$ cat src/shared/usb2_frontend_pkg.sv
// Package for the USB 2.0 front-end test and control register bank.
// Assumes an APB slave with 12-bit byte addresses and 32-bit data.
package usb2_frontend_pkg;

    // ==========================================================
    // Register map
    localparam logic [11:0] TEST_REG_OFFSET = 12'h0c4;
    localparam logic [11:0] CTRL_REG_OFFSET = 12'h0c8;

    // ==========================================================
    // Field positions of the test register
    localparam int FS_DRIVE_EN_N_BIT = 22;
    localparam int FS_POS_OUT_BIT = 21;
    localparam int FS_NEG_OUT_BIT = 20;
    localparam int FS_RX_LEVEL_BIT = 19;
    localparam int HS_VALID_MASK_LSB = 14;
    localparam int HS_TX_BITS_LSB = 12;
    localparam int HS_CS_ON_BIT = 11;
    localparam int DRIVE_TRIM_LSB = 8;
    localparam int PULLUP_PLUS_BIT = 7;
    localparam int PULLUP_MINUS_BIT = 6;
    localparam int PULLDOWN_PLUS_BIT = 5;
    localparam int PULLDOWN_MINUS_BIT = 4;
    localparam int HS_DRIVER_ACTIVE_BIT = 1;

    // ==========================================================
    // Field positions of the upstream control register
    localparam int HS_TERM_ON_BIT = 29;
    localparam int SQUELCH_INVALID_N_BIT = 28;
    localparam int HS_DISCONNECT_BIT = 27;
    localparam int SQUELCH_TRIM_LSB = 24;

    // ==========================================================
    // Reset values and encodings
    localparam logic [2:0] TRIM_RESET = 3'h0;
    localparam logic [1:0] VALID_MASK_RESET = 2'h0;
    localparam logic [1:0] VALID_MASK_BAD = 2'h2;
    localparam logic FS_DRIVE_EN_N_RESET = 1'b0;
    localparam int SYNC_STAGES = 3;

    // Full/low-speed driver override bundle.
    typedef struct packed {
        logic enable_n;
        logic pos;
        logic neg;
    } fs_drive_s;

    // Line termination bundle.
    typedef struct packed {
        logic pullup_plus;
        logic pullup_minus;
        logic pulldown_plus;
        logic pulldown_minus;
        logic highspeed;
    } termination_s;

    // Analog status bundle, in the order of the synchroniser.
    typedef struct packed {
        logic rx_level;
        logic squelch_invalid_n;
        logic disconnect_seen;
    } line_status_s;

endpackage

$ cat src/hw/usb2_frontend_test_regs.sv
// Test and control register bank for the USB 2.0 analog front end.
// Assumes an APB master on pclk, analog status inputs that are asynchronous,
// and a configuration loader on pclk that presents trim images with a strobe.
//
// Function
// - Full/low-speed drive enable is active low; one tri-states the driver.
// - Positive output bit gives the level driven on D+.
// - Negative output bit gives the level driven on D-.
// - Read-only bit shows the full/low-speed receiver; writes are ignored.
// - Valid mask 00 none, 01 low bit, 11 both; 10 is invalid.
// - High-speed transmit bits go to the line low bit first.
// - Current source bit powers the driver; forced on in high-speed mode.
// - Drive trim codes select nominal or a fixed percentage step.
// - Drive trim loads from EEPROM, else OTP, else zero at initialisation.
// - USB or lite reset restores drive trim to EEPROM image or zero.
// - Reset protection keeps both trims across the guarded resets.
// - Two bits switch on the pull-ups for D+ and D-.
// - Two bits switch on the pull-downs for D+ and D-.
// - Driver active bit selects low-power idle or active transmit.
// - Termination bit switches high-speed termination on both lines.
// - Read-only squelch bit reads one for valid data, zero for invalid.
// - Read-only disconnect bit is one on a disconnect, read at EOP.
// - Squelch trim codes lower or raise the trip point in fixed steps.
// - Squelch trim loads from EEPROM, else OTP, else zero at initialisation.
// - USB or lite reset restores squelch trim to its image or zero.
//
// The APB slave port is this design's own decision.
`timescale 1ns/1ps
module usb2_frontend_test_regs
    import usb2_frontend_pkg::*;
(
    input wire logic pclk, // Register clock, 250 MHz.
    input wire logic presetn, // Asynchronous reset, active low.
    input wire logic psel, // APB select.
    input wire logic penable, // APB access phase.
    input wire logic pwrite, // APB direction, high for write.
    input wire logic [11:0] paddr, // APB byte address.
    input wire logic [31:0] pwdata, // APB write data.
    input wire logic [3:0] pstrb, // APB write byte strobes.
    output logic [31:0] prdata, // APB read data.
    output logic pready, // APB ready.
    output logic pslverr, // APB error on unmapped address.
    input wire logic cfg_load, // Pulse: configuration images are valid.
    input wire logic cfg_eeprom_present, // An EEPROM supplied the image.
    input wire logic cfg_otp_programmed, // OTP holds programmed trims.
    input wire logic [2:0] stored_drive_trim_flag, // Drive trim from EEPROM.
    input wire logic [2:0] stored_squelch_flag, // Squelch trim from EEPROM.
    input wire logic [2:0] otp_drive_trim, // Drive trim from OTP.
    input wire logic [2:0] otp_squelch_trim, // Squelch trim from OTP.
    input wire logic usb_reset, // Pulse: USB bus reset seen.
    input wire logic lite_reset, // Pulse: lite reset requested.
    input wire logic reset_protect, // Level: trims survive guarded resets.
    input wire logic highspeed_mode, // Level: port runs in high-speed mode.
    input wire line_status_s line_status_raw, // Asynchronous analog status.
    output fs_drive_s fs_drive, // Full/low-speed driver override.
    output termination_s termination, // Line termination switches.
    output logic [1:0] frontend_tx_valid_bus, // Decoded transmit valid bits.
    output logic highspeed_tx_bit, // Serial high-speed transmit data.
    output logic highspeed_tx_bit_valid, // Serial data qualifier.
    output logic highspeed_current_source_on, // Current source power.
    output logic highspeed_driver_active, // Driver out of low-power mode.
    output logic [2:0] drive_current_trim, // Output current trim code.
    output logic [2:0] squelch_trip_trim // Squelch trip-point trim code.
);

    // ==========================================================
    // Helper functions

    // Byte-lane merge of a write into a stored word.
    function automatic logic [31:0] merge_lanes(input logic [31:0] old_v,
                                                input logic [31:0] new_v,
                                                input logic [3:0] strb);
        logic [31:0] r;
        r = old_v;
        for (int i = 0; i < 4; i++) begin
            if (strb[i]) begin
                r[i*8 +: 8] = new_v[i*8 +: 8];
            end
        end
        return r;
    endfunction

    // Valid mask decode; the invalid code marks no bit valid.
    function automatic logic [1:0] decode_valid(input logic [1:0] mask);
        return (mask == VALID_MASK_BAD) ? 2'h0 : mask;
    endfunction

    // Trim image choice at initialisation: EEPROM, then OTP, then zero.
    function automatic logic [2:0] pick_image(input logic eeprom,
                                              input logic otp,
                                              input logic [2:0] from_eeprom,
                                              input logic [2:0] from_otp);
        if (eeprom) begin
            return from_eeprom;
        end
        return otp ? from_otp : TRIM_RESET;
    endfunction

    // ==========================================================
    // Status synchroniser

    line_status_s sync1_q, sync2_q, sync3_q, status_q;

    // Three stages; a change is taken once stages two and three agree.
    always_ff @(posedge pclk or negedge presetn) begin
        if (!presetn) begin
            sync1_q <= '0;
            sync2_q <= '0;
            sync3_q <= '0;
            status_q <= '0;
        end else begin
            sync1_q <= line_status_raw;
            sync2_q <= sync1_q;
            sync3_q <= sync2_q;
            for (int i = 0; i < 3; i++) begin
                if (sync2_q[i] == sync3_q[i]) begin
                    status_q[i] <= sync3_q[i];
                end
            end
        end
    end

    // ==========================================================
    // APB front end

    logic [31:0] prdata_q;
    logic pready_q, pslverr_q;
    logic hit_test, hit_ctrl, wr_fire;
    logic [31:0] test_rd, ctrl_rd;

    assign hit_test = (paddr == TEST_REG_OFFSET);
    assign hit_ctrl = (paddr == CTRL_REG_OFFSET);
    // A write lands only on the access edge that sees pready high.
    assign wr_fire = psel && penable && pready_q && pwrite;

    // The answer is prepared in the setup cycle, so the access phase
    // completes at its first edge and never needs a wait state.
    always_ff @(posedge pclk or negedge presetn) begin
        if (!presetn) begin
            pready_q <= 1'b0;
            pslverr_q <= 1'b0;
            prdata_q <= '0;
        end else begin
            pready_q <= psel && !penable;
            pslverr_q <= psel && !penable && !(hit_test || hit_ctrl);
            if (psel && !penable && !pwrite) begin
                prdata_q <= hit_test ? test_rd : (hit_ctrl ? ctrl_rd : '0);
            end else begin
                prdata_q <= '0;
            end
        end
    end

    assign prdata = prdata_q;
    assign pready = pready_q;
    assign pslverr = pslverr_q;

    // ==========================================================
    // Stored control fields

    fs_drive_s fs_q;
    termination_s term_q;
    logic [1:0] valid_mask_q;
    logic [1:0] tx_bits_q;
    logic cs_bit_q, active_q;
    logic [31:0] test_wr, ctrl_wr;

    assign test_wr = merge_lanes(test_rd, pwdata, pstrb);
    assign ctrl_wr = merge_lanes(ctrl_rd, pwdata, pstrb);

    // Plain read/write override bits of both registers.
    always_ff @(posedge pclk or negedge presetn) begin
        if (!presetn) begin
            fs_q <= '{enable_n: FS_DRIVE_EN_N_RESET, pos: 1'b0, neg: 1'b0};
            term_q <= '0;
            valid_mask_q <= VALID_MASK_RESET;
            tx_bits_q <= 2'h0;
            cs_bit_q <= 1'b0;
            active_q <= 1'b0;
        end else if (wr_fire && hit_test) begin
            fs_q.enable_n <= test_wr[FS_DRIVE_EN_N_BIT];
            fs_q.pos <= test_wr[FS_POS_OUT_BIT];
            fs_q.neg <= test_wr[FS_NEG_OUT_BIT];
            valid_mask_q <= test_wr[HS_VALID_MASK_LSB +: 2];
            tx_bits_q <= test_wr[HS_TX_BITS_LSB +: 2];
            cs_bit_q <= test_wr[HS_CS_ON_BIT];
            term_q.pullup_plus <= test_wr[PULLUP_PLUS_BIT];
            term_q.pullup_minus <= test_wr[PULLUP_MINUS_BIT];
            term_q.pulldown_plus <= test_wr[PULLDOWN_PLUS_BIT];
            term_q.pulldown_minus <= test_wr[PULLDOWN_MINUS_BIT];
            active_q <= test_wr[HS_DRIVER_ACTIVE_BIT];
        end else if (wr_fire && hit_ctrl) begin
            term_q.highspeed <= ctrl_wr[HS_TERM_ON_BIT];
        end
    end

    // ==========================================================
    // Trims with configuration images

    logic [2:0] drive_trim_q, squelch_trim_q;
    logic [2:0] drive_image_q, squelch_image_q;
    logic guarded_reset;

    // Reset protection shields the trims from USB and lite resets.
    assign guarded_reset = (usb_reset || lite_reset) && !reset_protect;

    // Images remembered for restore; the drive trim restore only knows
    // the EEPROM, so an OTP value is not brought back for it.
    always_ff @(posedge pclk or negedge presetn) begin
        if (!presetn) begin
            drive_image_q <= TRIM_RESET;
            squelch_image_q <= TRIM_RESET;
        end else if (cfg_load) begin
            drive_image_q <= cfg_eeprom_present ? stored_drive_trim_flag
                                                : TRIM_RESET;
            squelch_image_q <= pick_image(cfg_eeprom_present, cfg_otp_programmed,
                                          stored_squelch_flag,
                                          otp_squelch_trim);
        end
    end

    // Load beats restore, restore beats a software write in one cycle.
    always_ff @(posedge pclk or negedge presetn) begin
        if (!presetn) begin
            drive_trim_q <= TRIM_RESET;
        end else if (cfg_load) begin
            drive_trim_q <= pick_image(cfg_eeprom_present, cfg_otp_programmed,
                                       stored_drive_trim_flag,
                                       otp_drive_trim);
        end else if (guarded_reset) begin
            drive_trim_q <= drive_image_q;
        end else if (wr_fire && hit_test) begin
            drive_trim_q <= test_wr[DRIVE_TRIM_LSB +: 3];
        end
    end

    // Same ordering for the squelch trim.
    always_ff @(posedge pclk or negedge presetn) begin
        if (!presetn) begin
            squelch_trim_q <= TRIM_RESET;
        end else if (cfg_load) begin
            squelch_trim_q <= pick_image(cfg_eeprom_present, cfg_otp_programmed,
                                         stored_squelch_flag,
                                         otp_squelch_trim);
        end else if (guarded_reset) begin
            squelch_trim_q <= squelch_image_q;
        end else if (wr_fire && hit_ctrl) begin
            squelch_trim_q <= ctrl_wr[SQUELCH_TRIM_LSB +: 3];
        end
    end

    // ==========================================================
    // Read-back words

    // Everything not assigned below reads as zero.
    always_comb begin
        test_rd = '0;
        test_rd[FS_DRIVE_EN_N_BIT] = fs_q.enable_n;
        test_rd[FS_POS_OUT_BIT] = fs_q.pos;
        test_rd[FS_NEG_OUT_BIT] = fs_q.neg;
        test_rd[FS_RX_LEVEL_BIT] = status_q.rx_level;
        test_rd[HS_VALID_MASK_LSB +: 2] = valid_mask_q;
        test_rd[HS_TX_BITS_LSB +: 2] = tx_bits_q;
        test_rd[HS_CS_ON_BIT] = cs_bit_q || highspeed_mode;
        test_rd[DRIVE_TRIM_LSB +: 3] = drive_trim_q;
        test_rd[PULLUP_PLUS_BIT] = term_q.pullup_plus;
        test_rd[PULLUP_MINUS_BIT] = term_q.pullup_minus;
        test_rd[PULLDOWN_PLUS_BIT] = term_q.pulldown_plus;
        test_rd[PULLDOWN_MINUS_BIT] = term_q.pulldown_minus;
        test_rd[HS_DRIVER_ACTIVE_BIT] = active_q;
    end

    // Status bits are only observed here; the reader must pick its moment.
    always_comb begin
        ctrl_rd = '0;
        ctrl_rd[HS_TERM_ON_BIT] = term_q.highspeed;
        ctrl_rd[SQUELCH_INVALID_N_BIT] = status_q.squelch_invalid_n;
        ctrl_rd[HS_DISCONNECT_BIT] = status_q.disconnect_seen;
        ctrl_rd[SQUELCH_TRIM_LSB +: 3] = squelch_trim_q;
    end

    // ==========================================================
    // Drive outputs

    logic phase_q, tx_bit_q, tx_bit_valid_q, cs_on_q;
    logic [1:0] valid_bus_q;
    logic [1:0] valid_dec;

    // Decoded once here, because a function result cannot be indexed directly.
    assign valid_dec = decode_valid(valid_mask_q);

    // Two-bit word leaves one bit per clock, low bit first; phase only
    // runs while the driver is active so the first word after activation starts on bit zero.
    always_ff @(posedge pclk or negedge presetn) begin
        if (!presetn) begin
            phase_q <= 1'b0;
            tx_bit_q <= 1'b0;
            tx_bit_valid_q <= 1'b0;
        end else begin
            phase_q <= active_q ? !phase_q : 1'b0;
            tx_bit_q <= tx_bits_q[phase_q];
            tx_bit_valid_q <= active_q && valid_dec[phase_q];
        end
    end

    // Current source follows the bit, high-speed mode and transmit activity.
    always_ff @(posedge pclk or negedge presetn) begin
        if (!presetn) begin
            cs_on_q <= 1'b0;
            valid_bus_q <= 2'h0;
        end else begin
            cs_on_q <= cs_bit_q || highspeed_mode || active_q;
            valid_bus_q <= valid_dec;
        end
    end

    assign fs_drive = fs_q;
    assign termination = term_q;
    assign frontend_tx_valid_bus = valid_bus_q;
    assign highspeed_tx_bit = tx_bit_q;
    assign highspeed_tx_bit_valid = tx_bit_valid_q;
    assign highspeed_current_source_on = cs_on_q;
    assign highspeed_driver_active = active_q;
    assign drive_current_trim = drive_trim_q;
    assign squelch_trip_trim = squelch_trim_q;
endmodule

$ cat config.mk
export PLATFORM = sky130hd
export DESIGN_NAME = usb2_frontend_test_regs
export DESIGN_NICKNAME = d
export VERILOG_FILES = /design/src/shared/usb2_frontend_pkg.sv /design/src/hw/usb2_frontend_test_regs.sv
export SDC_FILE = /design/constraint.sdc
export NUM_CORES = 1
export LEC_CHECK = 0
export BUFFER_PORTS_ARGS = -buffer_cell sky130_fd_sc_hd__buf_2
export CORE_MARGIN = 5
export CORE_UTILIZATION = 40
export CTS_BUF_LIST = sky130_fd_sc_hd__clkbuf_4 sky130_fd_sc_hd__clkbuf_8
export DETAILED_ROUTE_END_ITERATION = 8
export PLACE_DENSITY = 0.7
export SETUP_SLACK_MARGIN = 0.3
export SLEW_MARGIN = 30
export SYNTH_ARGS = -nofsm -noshare
export SYNTH_HDL_FRONTEND = slang
export SYNTH_SLANG_ARGS = --single-unit
$ cat constraint.sdc
create_clock -name pclk -period 3.2 [get_ports pclk]
set_clock_uncertainty 0.2 [all_clocks]
set_input_delay 0.16 -clock pclk [delete_from_list [all_inputs] [get_ports pclk]]
set_output_delay 0.16 -clock pclk [all_outputs]
set_load 0.02 [all_outputs]
* Yosys cells after proc, flatten, opt, wreduce, memory -nomap -nowiden *
Index checks and enable logic that the tools add are counted.

storage, ports and cells
  input port bits = 75
  output and inout port bits = 54
  register bits after elaboration = 78
  word-level logic and storage cells = 99

cells by class
  $lt $le $gt $ge = 1
  equality and inequality tests = 6
  bitwise gates (word level) = 1
  reductions and logical operators = 29
  muxes and demuxes = 26

operators with widths
  cell                   number
  $mux W30               3
  $mux W3                14
  $eq A12 B8 Y1 const B  2
  $reduce_bool A3 Y1     4
  $logic_and A1 B1 Y1    10
  $reduce_and A2 Y1      5
  $mux W1                7
  $logic_not A1 Y1       5
  $logic_or A1 B1 Y1     4
  $mux W4                1
  $eq A1 B1 Y1           3
  $reduce_and A3 Y1      1
  $eq A2 B2 Y1 const B   1
  $lt A1 B2 Y1 const B   1
  $mux W2                1
  $not A1 Y1             1

* Depth between registers and ports, before layout *
Gate-level depths: netlist of run 1.

  word-level depth = 7
  gate-level depth with buffers = 5
  depth with buffers taken out = 4

* Least setup slack after synthesis of run 1 *
Ideal clock, no wire load.

  path type = input port to flip-flop
  from = input port paddr[9]
  to = register prdata_q[14] (netlist: prdata[14])
  arrival time = 1729 ps
  path slack = 1206 ps
  path buffers = 1
  stages = 5
  path through = or4_4 -> or4_4 -> nor3b_4 -> buf_6 -> and2_1

on the way
  cells in the longest elaborated chain, start to end = 3

ends and longest elaborated chain
  what                  RTL line                        RTL
  start, declared       usb2_frontend_test_regs.sv:37   input wire logic [11:0] paddr,
  $eq A12 B8 Y1         usb2_frontend_test_regs.sv:131  assign hit_test = (paddr == TEST_REG_OFFSET);
  $mux W30              usb2_frontend_test_regs.sv:147  prdata_q <= hit_test ? test_rd : (hit_ctrl ? ctrl_rd : '0);
  $mux W30              usb2_frontend_test_regs.sv:146  if (psel && !penable && !pwrite) begin
  end signal, assigned  usb2_frontend_test_regs.sv:147
  end, declared         usb2_frontend_test_regs.sv:126  logic [31:0] prdata_q;

No other way between the ends.
A chain may end at the register's enable or synchronous reset.

* Worst setup path in the final report of run 1 *
  from = input port paddr[3]
  to = register drive_trim_q[1] (netlist: drive_current_trim[1])

on the way
  cells in the longest elaborated chain, start to end = 4

ends and longest elaborated chain
  what                          RTL line                        RTL
  $eq A12 B8 Y1                 usb2_frontend_test_regs.sv:131
  $logic_and A1 B1 Y1           usb2_frontend_test_regs.sv:232  end else if (wr_fire && hit_test) begin
  $reduce_bool A3 Y1 (no line)  --
  $reduce_and A2 Y1 (no line)   --
  end signal, assigned          usb2_frontend_test_regs.sv:227  drive_trim_q <= pick_image(cfg_eeprom_present, cfg_otp_programmed,
  end signal, assigned          usb2_frontend_test_regs.sv:231  drive_trim_q <= drive_image_q;
  end signal, assigned          usb2_frontend_test_regs.sv:233  drive_trim_q <= test_wr[DRIVE_TRIM_LSB +: 3];
  end, declared                 usb2_frontend_test_regs.sv:200  logic [2:0] drive_trim_q, squelch_trim_q;

No other way between the ends.

==> results.md, run 1 <==
- The time the final worst path needs with I/O delays and setup is around 2700 ps.
- The number of cell rows is 30.
- TritonCTS built the clock tree.
- The biggest fanout along the worst timing path is 7.
- The congestion estimate from routability-driven global placement came to around 0.75.
- The proportion of synthesized chip area in sequential cells is just over 60%.
- The cell total after placement is 406.
- The buffer count from post-CTS setup fixing is 0.
- For this run, the detailed router's first-pass iteration total came to 4.
- The final layout net count is approximately 440.
- The clock drives 69 sinks.
- STA puts the critical path data arrival time at between 2000 and 3000 ps.
- Before CTS, the worst setup slack after placement is around 800 ps.
- The cell count after synthesis came out at 220.
- The number of synthesized flops with an enable pin is 0.
- The wire length reported by the detailed router is 6460 um.
- The cell repeated most along the worst path is sky130_fd_sc_hd__dlygate4sd3_1.
- The run finished with clean final reports.
- For this run, the top clock speed supported by timing is around 380 MHz.
- In the routed design, unresolved DRC markers number 0.
- For the pin with the worst max-slew slack, the measured transition is 645 ps.
- The floorplan step defined a die boundary enclosing 8810 um2.
- The depth of the most critical reg-to-reg path is 5.
- The total power is roughly 2000 uW.
- The start of the worst register-to-register path is pready$_DFF_PN0_.
- The maximum number of pins on one net before global-route repair is between 40 and 50.
- The leakage power is about 0.0021 uW.
- Across the run, the number of max-cap violations was 0.
- The CTS buffer count is 9.
- The count of cells in the finished layout, fillers not included, comes to between 400 and 500.
- The initial antenna violation count was 0.
- The most critical setup path has its endpoint at drive_current_trim[1]$_DFFE_PN0P_.
- The layout overhead on the synthesized area is 41.8%.
- Leaving out fill and tap cells, the most frequent cell in the layout is sky130_fd_sc_hd__buf_2.
- Setup repair after global routing left no endpoint under its margin.
- After legalization and detailed placement, the total HPWL measured 4570 um.
- The synthesized area divided by synthesized cell count is about 13 um2.
- STA classifies the critical path startpoint as an input pin.
- The number of warnings issued by yosys is 0.
- The H-tree depth is 3.
- The top-level port count is 129.
- The via count of the first global-routing pass is 2214.
- The distinct cell type count after synthesis is 45.
- The setup TNS is 0 ps.
- The cell at the slowest stage of the critical path is sky130_fd_sc_hd__or4b_2.
- The most critical setup path has its startpoint at paddr[3].
- The final non-filler cell area is ~4000 um2.
- The detailed router placed approximately 2100 vias in this run.
- In the routed layout, each cell is associated on average with a via count of 4.53.
- For this run the aggregate overflow at the end of global routing stands at 0.
- The worst path uses around 83% of the clock period.
- Counting flops and latches in the post-synthesis netlist gives between 60 and 70.
- The critical path goes through dlygate4sd3_1 > buf_2 > or4b_2 > nor4_4 > a31o_2 > a21oi_1 > dlygate4sd3_1.
- The share of synthesized flip-flops with an asynchronous set or reset is 100%.
- The floorplan step set the die height to around 94 um.
- Dividing the detail-routed wire length by the instance count gives around 14 um.
- The effective utilization at floorplan is approximately 41%.
- Clock tree synthesis selected as its root buffer the cell sky130_fd_sc_hd__clkbuf_8.
- The endpoint of the worst register-to-register path is drive_current_trim[1]$_DFFE_PN0P_.
- The power per unit of standard cell area is a little over 500 nW/um2.
- The placeable core region is just under 7000 um2.
- The count of final max-slew check failures is 0.
- Across all setup checks in the final design, the least slack found is approximately 540 ps.
- The detailed router finished its first iteration with 56 violations.
- The final-report hold violation count is 0.
- The most instantiated flip-flop cell in the synthesis netlist is sky130_fd_sc_hd__dfrtp_1.
- Global routing used between 10% and 20% of the available tracks across all layers.
- Summing all placed instances gives a cell area of about 3300 um2.
- The final setup violation count is 0.
- The critical path required time is 3220 ps.
- Leaving out fill and tap cells, the most frequent cells in the layout are sky130_fd_sc_hd__buf_2 (107), sky130_fd_sc_hd__dfrtp_1 (69), sky130_fd_sc_hd__dlygate4sd3_1 (39).
- The antenna cell count is 0.
- The clock edge transition at the registers on the reported setup and hold paths is about 80 ps.
- The sort of element at the end of the critical path is a flip-flop.
- Measured along the x axis, the die boundary spans approximately 94 um.
- The class of the worst hold path is input pin to flip-flop.
- The relative slew slack is between 50% and 60%.
- Of the cells placed in the final design, the portion with a size suffix greater than 1 is between 40% and 50%.
- The maximum clock path buffer count is 2.
- The number of port buffers is between 100 and 150.
- For this run, the slowest stage of the critical path takes 680 ps.
- The first-pass GRT wire length is 10400 um.
- The critical path class is input pin to flip-flop.
- Once detail routing completed, the nets flagged for antenna violations numbered 0.
- The setup check on the worst reg-to-reg path leaves a slack of about 1100 ps.
- The worst IR drop on VDD is 0.246 mV.
- The mapped netlist covers around 2800 um2.
- The insertion delay of the later-clocked pin in the worst-skew pair is approximately 340 ps.
[cell families (layout without fill, tap and decap cells)]
family / count (synthesis) / in the layout / synth area share, %
compound gates: 30 / 30 / 7.52
xor+xnor: 1 / 1 / 0.312
fa+ha+maj: 3 / 3 / 1.07
buf+inv: 37 / 174 / 8.28
flops: 69 / 69 / 61.4
mux: 20 / 20 / 7.88
other cells: 1 / 9 / 0.133
simple gates: 59 / 59 / 13.4
[cell usage after synthesis, drive strengths merged (2+ instances only)]
master / count / area, um2
a21boi: 2 / 15.0
a21oi: 3 / 15.0
a221o: 2 / 20.0
a31oi: 2 / 12.5
and2: 23 / 144
buf: 24 / 184
clkbuf: 3 / 11.3
dfrtp: 69 / 1730
inv: 10 / 37.5
maj3: 3 / 30.0
mux2: 17 / 191
mux2i: 3 / 30.0
nand2: 10 / 37.5
nand3: 3 / 15.0
nand4: 2 / 12.5
nor2: 2 / 7.51
nor2b: 5 / 31.3
nor4: 2 / 18.8
o21a: 4 / 30.0
o21ai: 6 / 30.0
or2: 2 / 12.5
or4: 2 / 22.5
[worst min-delay path by stage]
stage / slack (ps) / depth (start not counted) / endpoint / start
after floorplan: -340 / 0 / cs_bit_q$_DFFE_PN0P_ / presetn
after global placement: 20 / 1 / prdata[20]$_DFF_PN0_ / presetn
after detailed placement: 20 / 1 / prdata[20]$_DFF_PN0_ / presetn
after CTS: 0.7 / 3 / drive_current_trim[0]$_DFFE_PN0P_ / pstrb[1]
after global routing: 20 / 3 / drive_current_trim[0]$_DFFE_PN0P_ / pstrb[1]
final: 20 / 3 / drive_current_trim[0]$_DFFE_PN0P_ / pstrb[1]
[per-stage QoR]
| stage | hold slack, ps | util, % |
|---|---|---|
| 3_5_place_dp | 24.1 | 48.6 |
| 6_report | 16.9 | 58.4 |
| 2_1_floorplan | -336 | - |
| 3_3_place_gp | 18.8 | 48.6 |
| 5_1_grt | 15.7 | 58.4 |
| 4_1_cts | 0.685 | 58.1 |
[area by class of cell]
type	count	area, um2
clock buffer	9	124
clock inverter	7	146
fill	591	2850
inverter	10	37.5
multi-input combinational	122	891
sequential	69	1730
tap	96	120
timing repair buffer	148	941
[state kept, by name (all words and copies together) (netlist names), 2 cells and up]
| signal | cells |
|---|---|
| drive_image_q | 3 |
| ctrl_rd | 2 |
| squelch_trip_trim | 3 |
| sync2_q | 3 |
| prdata | 23 |
| drive_current_trim | 3 |
| frontend_tx_valid_bus | 2 |
| fs_drive | 3 |
| termination | 5 |
| sync3_q | 3 |
| sync1_q | 3 |
| valid_mask_q | 2 |
| tx_bits_q | 2 |
| squelch_image_q | 3 |
[what timing repair did]
action / CTS / global route
gates resized for setup: 0 / 1
endpoints found under the hold margin: 58 / 1
setup endpoints to repair: 0 / 1
hold buffers: 38 / 1
[power by group]
group	switching (uW)	total, uW	internal (uW)
Clock	337	938	602
Sequential	14.6	915	900
Combinational	98.6	195	96.9
[critical path, delay by kind of cell]
| family | cells | cell delay [ps] |
|---|---|---|
| buffers and inverters | 3 | 1260 |
| AOI/OAI and AO/OA | 2 | 270 |
| and+or+nand+nor | 2 | 1000 |
[per-layer routing]
layer	global-route usage (%)	routed length, um
met5	0	0
met4	4.69	29
met3	6.41	580
met2	26.8	3260
met1	17.3	2590
No activity file was read; power rests on OpenSTA's default activity.
==> run 2: changes to the inputs <==
--- a/config.mk
+++ b/config.mk
@@ -10,7 +10,7 @@
 export CORE_UTILIZATION = 40
 export CTS_BUF_LIST = sky130_fd_sc_hd__clkbuf_4 sky130_fd_sc_hd__clkbuf_8
 export DETAILED_ROUTE_END_ITERATION = 8
-export PLACE_DENSITY = 0.7
+export PLACE_DENSITY = 0.73
 export SETUP_SLACK_MARGIN = 0.3
 export SLEW_MARGIN = 30
 export SYNTH_ARGS = -nofsm -noshare
==> constraint.sdc (replaced) <==
create_clock -name pclk -period 2.17 [get_ports pclk]
set_clock_uncertainty 0.2 [all_clocks]
set_input_delay 0.1085 -clock pclk [delete_from_list [all_inputs] [get_ports pclk]]
set_output_delay 0.1085 -clock pclk [all_outputs]
set_load 0.02 [all_outputs]
==> run 2 against run 1 <==
Against the previous run: worst setup slack worse by 170 ps; register-to-register slack got worse by 660 ps; sequential share of layout area is 0.43 points lower; sequential power increased by 48%; die area unchanged; critical path type unchanged; critical endpoint unchanged; largest cell class unchanged; highest routed layer is now met5.
==> results.md, run 2 (synthesis results as in run 1) <==
- The flow ran to the end, and the final reports show no timing, DRC or antenna violations.
- The buffer count from post-CTS setup fixing is 0.
- The die outline width is between 90 and 100 um.
- The post-detailed-placement half-perimeter wirelength is ~4500 um.
- In this run the most critical hold path is launched from pwdata[26].
- The worst IR drop on VDD is 0.301 mV.
- The wire length reported by the detailed router is around 6700 um.
- The final cycle utilization of the critical path is between 80% and 90%.
- The average via count per standard cell is about 4.5.
- The worst register-to-register path has a setup slack of 460 ps.
- For this design the total switching power over the nets is roughly 640 uW.
- The insertion delay of the later-clocked pin in the worst-skew pair is between 300 and 400 ps.
- Setup slack closes at between 300 and 400 ps.
- In this run, CTS created clock tree buffers numbering 9.
- In this run the tool buffered the top-level ports with approximately 110 buffer cells.
- The first detailed-routing pass ran for 4 iterations.
- Summing over every cut layer, the via total after detailed routing is ~2100.
- The most common library cell in the layout ignoring fill and taps is sky130_fd_sc_hd__buf_2.
- The post-cts gate resize count is 0.
- The switching power as a share of total power is around a quarter.
- The die area is slightly below 9000 um2.
- After detailed routing, the average wire length per cell comes to 14.2 um.
- The actual slew at the worst max-slew pin is ~480 ps.
- The count of maximum capacitance violations is 0.
- The cell repeated most along the worst path is sky130_fd_sc_hd__dlygate4sd3_1.
- The internal power consumption is roughly 2000 uW.
- In the layout the commonest cells are sky130_fd_sc_hd__buf_2 (107), sky130_fd_sc_hd__dfrtp_1 (69), sky130_fd_sc_hd__dlygate4sd3_1 (45).
- The sort of element at the end of the critical path is a flip-flop.
- The worst register-to-register path has a depth of 5.
- The effective utilization at floorplan is slightly above 40%.
- For this run, design rule violations remaining after detail routing come to 0.
- The biggest cell delay along the critical path is between 500 and 600 ps.
- The number of DRC markers in iteration 0 is between 70 and 80.
- The number of cell rows is 30.
- The first-pass GRT wire length is ~11000 um.
- The share of total power dissipated in the clock network is a little under two fifths.
- The critical path required time is between 2000 and 2500 ps.
- The time the final worst path needs with I/O delays and setup is roughly 1800 ps.
- The maximum number of pins on one net before global-route repair is 70.
- Per report_power, the sequential group accounts for 50.9% of the total.
- The leakage power is roughly 0.0021 uW.
- The clock root buffer is sky130_fd_sc_hd__clkbuf_8.
- The CTS sink count is 69.
- After global routing the overflow that remains totals 0.
- The H-tree was split into 3 levels.
- The power per unit of standard cell area is roughly 660 nW/um2.
- The clock passes through at most 2 buffers.
- The combinational cell fraction of total power is 11.5%.
- After the last flow step, the layout net total stands at 446.
- The placeable core region is a little under 7000 um2.
- The count of final max-slew check failures came to 0.
- The post-placement setup slack is approximately 110 ps.
- In this run the worst setup path terminates at drive_current_trim[1]$_DFFE_PN0P_.
- The total global-route track usage is 16.4%.
- From bottom edge to top edge, the die measures 93.8 um.
- The via count of the first global-routing pass is ~2300.
- The count of hold buffers inserted by post-cts repair is 45.
- The number of antenna diodes in the final layout is 0.
- The register with the most flip-flops in the layout has 23 of them.
- Once detail routing completed, the nets flagged for antenna violations numbered 0.
- The endpoint identified for the worst register-to-register timing path is valid_mask_q[0]$_DFFE_PN0P_.
- After clock tree synthesis, the clock-pin slew on the worst setup and hold paths is roughly 70 ps.
- Setup repair after global routing left no endpoint under its margin.
- The arrival time at the worst endpoint is 1810 ps.
- The most critical setup path has its startpoint at stored_drive_trim_flag[1].
- Along the worst path, the maximum fanout reaches 2.
- The cell at the slowest stage of the critical path is sky130_fd_sc_hd__dlygate4sd3_1.
- Derived from the worst setup path, the maximum achievable clock frequency is about 560 MHz.
- The initial antenna violation count is 1.
- The signal on the critical path passes through dlygate4sd3_1 > buf_2 > nand3_1 > dlygate4sd3_1 > o21ai_0 > a32oi_1 > a21oi_1.
- The share of layout cells above drive strength 1 is around two fifths.
- The path class of the tightest hold or removal check is input pin to flip-flop.
- The layout overhead on the synthesized area is 43.2%.
- At the end of routability-driven placement, the weighted congestion stood at between 0.7 and 0.8.
- Fill cells in the final layout number 589.
- In this run the critical register-to-register path is launched from pready$_DFF_PN0_.
- Setup violations remaining at the end of the flow were counted as 0.
- The final-report hold violation count was 0.
- The top-level port count is about 130.
- The critical path class is input pin to flip-flop.
- TritonCTS built the clock tree.
- The element type at the critical path start is an input pin.
- The relative slew slack is roughly 67%.
- Adding up every negative setup slack in the final design gives 0 ps.
run 2: cell count changes in the layout (fill, tap and decap cells not counted), sizes merged:
| cell | previous run | this run |
|---|---|---|
| inv | 11 | 10 |
| clkinv | 2 | 5 |
| buf | 109 | 114 |
| bufinv | 4 | 1 |
| dlygate4sd3 | 39 | 45 |
| clkinvlp | 0 | 1 |
run 2: cell type report:
class / count / area, um2 / share of cell area (%)
Clock inverter: 7 / 66.3 / 1.65
Sequential cell: 69 / 1730 / 42.9
Clock buffer: 9 / 124 / 3.08
Inverter: 10 / 37.5 / 0.932
Tap cell: 96 / 120 / 2.98
Multi-Input combinational cell: 122 / 888 / 22.1
Timing Repair Buffer: 159 / 1060 / 26.4
run 2: per-layer routing:
layer | vias up | track usage (%) | share of wire (%)
met3 | 10 | 5.69 | 7.4
met4 | 2 | 4.93 | 1.3
met2 | 87 | 28.7 | 51
met5 | - | 0 | 0.19
li1 | 1029 | - | -
met1 | 1014 | 18.7 | 40
run 2: worst min-delay path by stage:
stage / end / slack (ps) / cells after the start
after floorplan: cs_bit_q$_DFFE_PN0P_ / -390 / 0
after global placement: prdata[22]$_DFF_PN0_ / -50 / 2
after detailed placement: prdata[22]$_DFF_PN0_ / -40 / 2
after CTS: squelch_trip_trim[2]$_DFFE_PN0P_ / 2 / 4
after global routing: termination[0]$_DFFE_PN0P_ / 20 / 4
final: squelch_trip_trim[2]$_DFFE_PN0P_ / 10 / 4
run 2: power groups by stage:
stage,combinational (uW),sequential [uW],clock [uW]
6_report,304,1350,998
5_1_grt,338,1350,1110
4_1_cts,304,1350,1030
3_5_place_dp,241,1380,0
3_3_place_gp,236,1370,0
2_1_floorplan,144,1370,0
run 2: stage by stage:
step                cell area, um2  hold slack [ps]  instances  total power, uW  utilization (%)
floorplan                     2850             -387        228             1520                -
global placement              3390            -46.5        411             1610             49.6
detailed placement            3390            -41.2        411             1620             49.6
CTS                           4030             2.02        472             2680             58.9
global route                  4030             15.5        472             2800             58.9
finish                        4030             10.2        472             2650             58.9
run 2: critical path, delay by kind of cell:
family,cells,cell delay (ps)
buffers and inverters,3,1200
and+or+nand+nor,1,90
AOI/OAI and AO/OA,3,400
==> run 3: changes to the inputs <==
--- a/config.mk
+++ b/config.mk
@@ -5,12 +5,13 @@
 export SDC_FILE = /design/constraint.sdc
 export NUM_CORES = 1
 export LEC_CHECK = 0
+export ABC_AREA = 1
 export BUFFER_PORTS_ARGS = -buffer_cell sky130_fd_sc_hd__buf_2
 export CORE_MARGIN = 5
 export CORE_UTILIZATION = 40
 export CTS_BUF_LIST = sky130_fd_sc_hd__clkbuf_4 sky130_fd_sc_hd__clkbuf_8
 export DETAILED_ROUTE_END_ITERATION = 8
-export PLACE_DENSITY = 0.73
+export PLACE_DENSITY = 0.69
 export SETUP_SLACK_MARGIN = 0.3
 export SLEW_MARGIN = 30
 export SYNTH_ARGS = -nofsm -noshare
==> constraint.sdc (replaced) <==
create_clock -name pclk -period 1.7 [get_ports pclk]
set_clock_uncertainty 0.2 [all_clocks]
set_input_delay 0.085 -clock pclk [delete_from_list [all_inputs] [get_ports pclk]]
set_output_delay 0.085 -clock pclk [all_outputs]
set_load 0.02 [all_outputs]
==> run 3 against run 2 <==
Against the previous run: the flow now finishes with violations (negative hold slack); largest cell class unchanged; critical path depth unchanged; sequential power up 27%; total power up 26%; largest power group unchanged.
==> results.md, run 3 <==
- STA classifies the critical path endpoint as a flip-flop.
- The maximum clock path buffer count is 2.
- The vias after detailed routing is roughly 2500.
- The average via count per standard cell is 4.34.
- For the worst setup path, the data arrival time is 1470 ps.
- The top achievable clock speed is ~700 MHz.
- The initial antenna violation count is 0.
- The effective utilization at floorplan is 40.7%.
- The startpoint identified for the worst hold timing path is cfg_load.
- Setup repair after global routing could not meet its margin everywhere.
- The count of maximum capacitance violations is 0.
- In this run the critical register-to-register path is captured at highspeed_driver_active$_DFFE_PN0P_.
- The HPWL after detailed placement is around 4700 um.
- The H-tree depth is 3.
- The cell sitting at the root of the clock tree is a sky130_fd_sc_hd__clkbuf_8.
- The count of nets left with antenna violations after detail routing is 0.
- Entering global routing, the biggest net connects 39 pins.
- The wire length reported by the detailed router is ~7300 um.
- In this run the worst path has a maximum fanout of 7.
- The global route total overflow is 0.
- Yosys attributes the largest share of cell area to sky130_fd_sc_hd__dfrtp_1 (59%), sky130_fd_sc_hd__nand2_1 (11%), sky130_fd_sc_hd__buf_4 (5.9%), sky130_fd_sc_hd__nand3_1 (4.6%), sky130_fd_sc_hd__inv_1 (4.2%).
- Measured along the y axis, the die boundary spans between 90 and 100 um.
- The insertion delay of the later-clocked pin in the worst-skew pair is roughly 330 ps.
- In this run the critical register-to-register path is launched from pready$_DFF_PN0_.
- The layout overhead on the synthesized area is 44.2%.
- After detailed routing, the average wire length per cell comes to roughly 13 um.
- The worst hold margin is -32.8 ps.
- The flow ran to the end, but the final reports show violations.
- The placeable core region is roughly 7000 um2.
- The final cycle utilization of the critical path is between 80% and 90%.
- The share of layout cells above drive strength 1 is about a third.
- The detailed-route DRC error count is 0.
- The synthesized design contains 0 enable-type register cells.
- The cell count after synthesis came out at between 300 and 400.
- The final-report hold violation count came to 1.
- Across all setup checks in the final design, the least slack found is 254 ps.
- The CTS sink count is 69.
- Leaving out fill and tap cells, the most frequent cell in the layout is sky130_fd_sc_hd__buf_2.
- The time the final worst path needs with I/O delays and setup is about 1400 ps.
- The critical path required time is roughly 1700 ps.
- The analysis attributes to cell leakage a power of 0.00233 uW.
- In the layout the commonest cells are sky130_fd_sc_hd__buf_2 (105), sky130_fd_sc_hd__nand2_1 (81), sky130_fd_sc_hd__dfrtp_1 (68).
- The via count of the first global-routing pass is 2551.
- In this run the horizontal extent of the chip is ~96 um.
- The first global-routing pass estimated approximately 12000 um of wire.
- The count of state elements after synthesis is just under 70.
- The synthesized netlist occupies a cell area of ~2900 um2.
- The synthesized area divided by synthesized cell count is about 9 um2.
- The global placer's final weighted congestion is 0.790.
- Summed over its instances, the top area cell type makes up a little under 60% of the synthesized netlist area.
- Yosys mapped the design onto 24 distinct sky130hd cell types.
- The floorplan has 31 rows.
- Summing the sequential cell areas from Yosys gives between 50% and 60% of the chip area.
- The checks that failed: negative hold slack.
- The clock edge transition at the registers on the reported setup and hold paths is 70 ps.
- The depth of the most critical reg-to-reg path is 7.
- The die covers 9120 um2.
- The largest total area in the synthesized netlist belongs to sky130_fd_sc_hd__dfrtp_1.
- The critical path class is flip-flop to flip-flop.
- The power per unit of standard cell area is approximately 790 nW/um2.
- The CTS buffer count is 9.
- The tightest min-delay check is of the input pin to flip-flop type.
- The most used flip-flop cell after synthesis is sky130_fd_sc_hd__dfrtp_1.
- The first TritonRoute pass finished after 4 iterations.
- The path with the worst hold slack has its endpoint at drive_current_trim[0]$_DFFE_PN0P_.
- The worst IR drop on VDD is between 0.4 and 0.5 mV.
- The count of final max-slew check failures was 0.
- The setup check on the worst reg-to-reg path leaves a slack of 250 ps.
- The share of synthesized flip-flops with an asynchronous set or reset is 100%.
- Along the worst hold path, the cell count comes to 5.
- The commonest cells after synthesis are sky130_fd_sc_hd__nand2_1 (86), sky130_fd_sc_hd__dfrtp_1 (69), sky130_fd_sc_hd__inv_1 (33), sky130_fd_sc_hd__nand3_1 (27), sky130_fd_sc_hd__nor2_1 (26).
- The clock tree from TritonCTS is done.
- For this run, the number of Yosys warnings is 0.
- The top-level port count is 129.
- Prior to clock tree synthesis, the placed netlist has a worst setup slack of 114 ps.
- The register with the most flip-flops in the layout has 23 of them.
- The total global-route track usage is approximately 17%.
- The repair_antennas step left the layout with diodes totalling 0.
- Setup violations remaining at the end of the flow were counted as 0.
- In this run, the number of DRC markers left after iteration 0 of detailed routing was between 90 and 100.
- The worst setup path is launched from a flip-flop.
- In the final timing run, aggregate negative setup slack is 0 ps.
- The final layout net count is between 500 and 600.
- The number of port buffers is 107.
- Among all cell types in the netlist, the one instantiated most often is sky130_fd_sc_hd__nand2_1.
run 3: changes by cell type after synthesis, moves of 3 or more:
cell and delta:
sky130_fd_sc_hd__nor2b_1 -5, sky130_fd_sc_hd__buf_2 +3, sky130_fd_sc_hd__mux2_2 -17, sky130_fd_sc_hd__nor2_2 +12, sky130_fd_sc_hd__inv_1 +23, sky130_fd_sc_hd__o21ai_0 +8
sky130_fd_sc_hd__nand2_1 +76, sky130_fd_sc_hd__o21a_1 -4, sky130_fd_sc_hd__nor2_1 +24, sky130_fd_sc_hd__nand3_1 +24, sky130_fd_sc_hd__and2_1 -23, sky130_fd_sc_hd__mux2i_1 -3
run 3: critical path, stage by stage, from the launching register on:
cell	delay, ps
sky130_fd_sc_hd__dfrtp_2	360
sky130_fd_sc_hd__nand2_2	70
sky130_fd_sc_hd__nor2_4	130
sky130_fd_sc_hd__inv_1	90
sky130_fd_sc_hd__nor2_4	220
sky130_fd_sc_hd__nand2_2	130
sky130_fd_sc_hd__nand2_1	90
sky130_fd_sc_hd__nand2_1	50
run 3: report_power, final:
group	internal [uW]	total (uW)	switching, uW
Sequential	1690	1720	28.0
Clock	618	1190	571
Combinational	201	420	219
run 3: how the worst max path moves through the flow:
stage                     start                                  end  slack (ps)  cells past startpoint
3_5_place_dp   pready$_DFF_PN0_           termination[1]$_DFFE_PN0P_         110                      7
5_1_grt        pready$_DFF_PN0_           termination[0]$_DFFE_PN0P_         140                      6
3_3_place_gp   pready$_DFF_PN0_           termination[3]$_DFFE_PN0P_         150                      7
4_1_cts        pready$_DFF_PN0_           termination[0]$_DFFE_PN0P_         290                      6
6_report       pready$_DFF_PN0_  highspeed_driver_active$_DFFE_PN0P_         250                      7
2_1_floorplan  pready$_DFF_PN0_           termination[0]$_DFFE_PN0P_         300                      6
run 3: layout make-up:
cell class,count,area (um2)
fillers,609,2960
flip-flops and latches,69,1730
repair buffers,167,1150
multi-input cells,192,902
clock buffers,12,159
inverters,35,131
well taps,99,124
clock inverters,4,22.5
run 3: metal layers:
layer  part of all wire [%]  up-vias  global-route usage, %
met5                      0        -                      0
met4                    1.7        0                   5.69
met3                    7.4       14                   4.81
met2                     50      100                   30.7
met1                     40     1140                   19.1
li1                       -     1255                      -
run 3: through the flow:
step                      std cells  instance area (um2)  power [uW]  util [%]
final                           578                 4220        3330      58.7
after global routing            578                 4220        3510      58.7
after CTS                       574                 4160        3350      58.0
after detailed placement        506                 3450        2070      48.1
after global placement          506                 3450        2060      48.1
after floorplan                 325                 2960        1940         -
run 3: kinds of logic (layout without fill, tap and decap cells):
group           after synthesis  after routing  share of synthesized area [%]
simple gates                161            161                           24.6
fa+ha+maj                     3              3                           1.03
flops                        69             69                           59.1
other cells                   1              9                          0.128
buf+inv                      64            218                           11.8
compound gates               19             19                           3.42
run 3: repair_timing:
action | 4_1_cts | 5_1_grt
pin swaps | 5 | 3
hold buffers | 49 | 4
setup buffers | 3 | 0
hold endpoints to repair | 102 | 3
setup endpoints to repair | 20 | 22
resized for setup | 6 | 9
gates cloned | 0 | 0
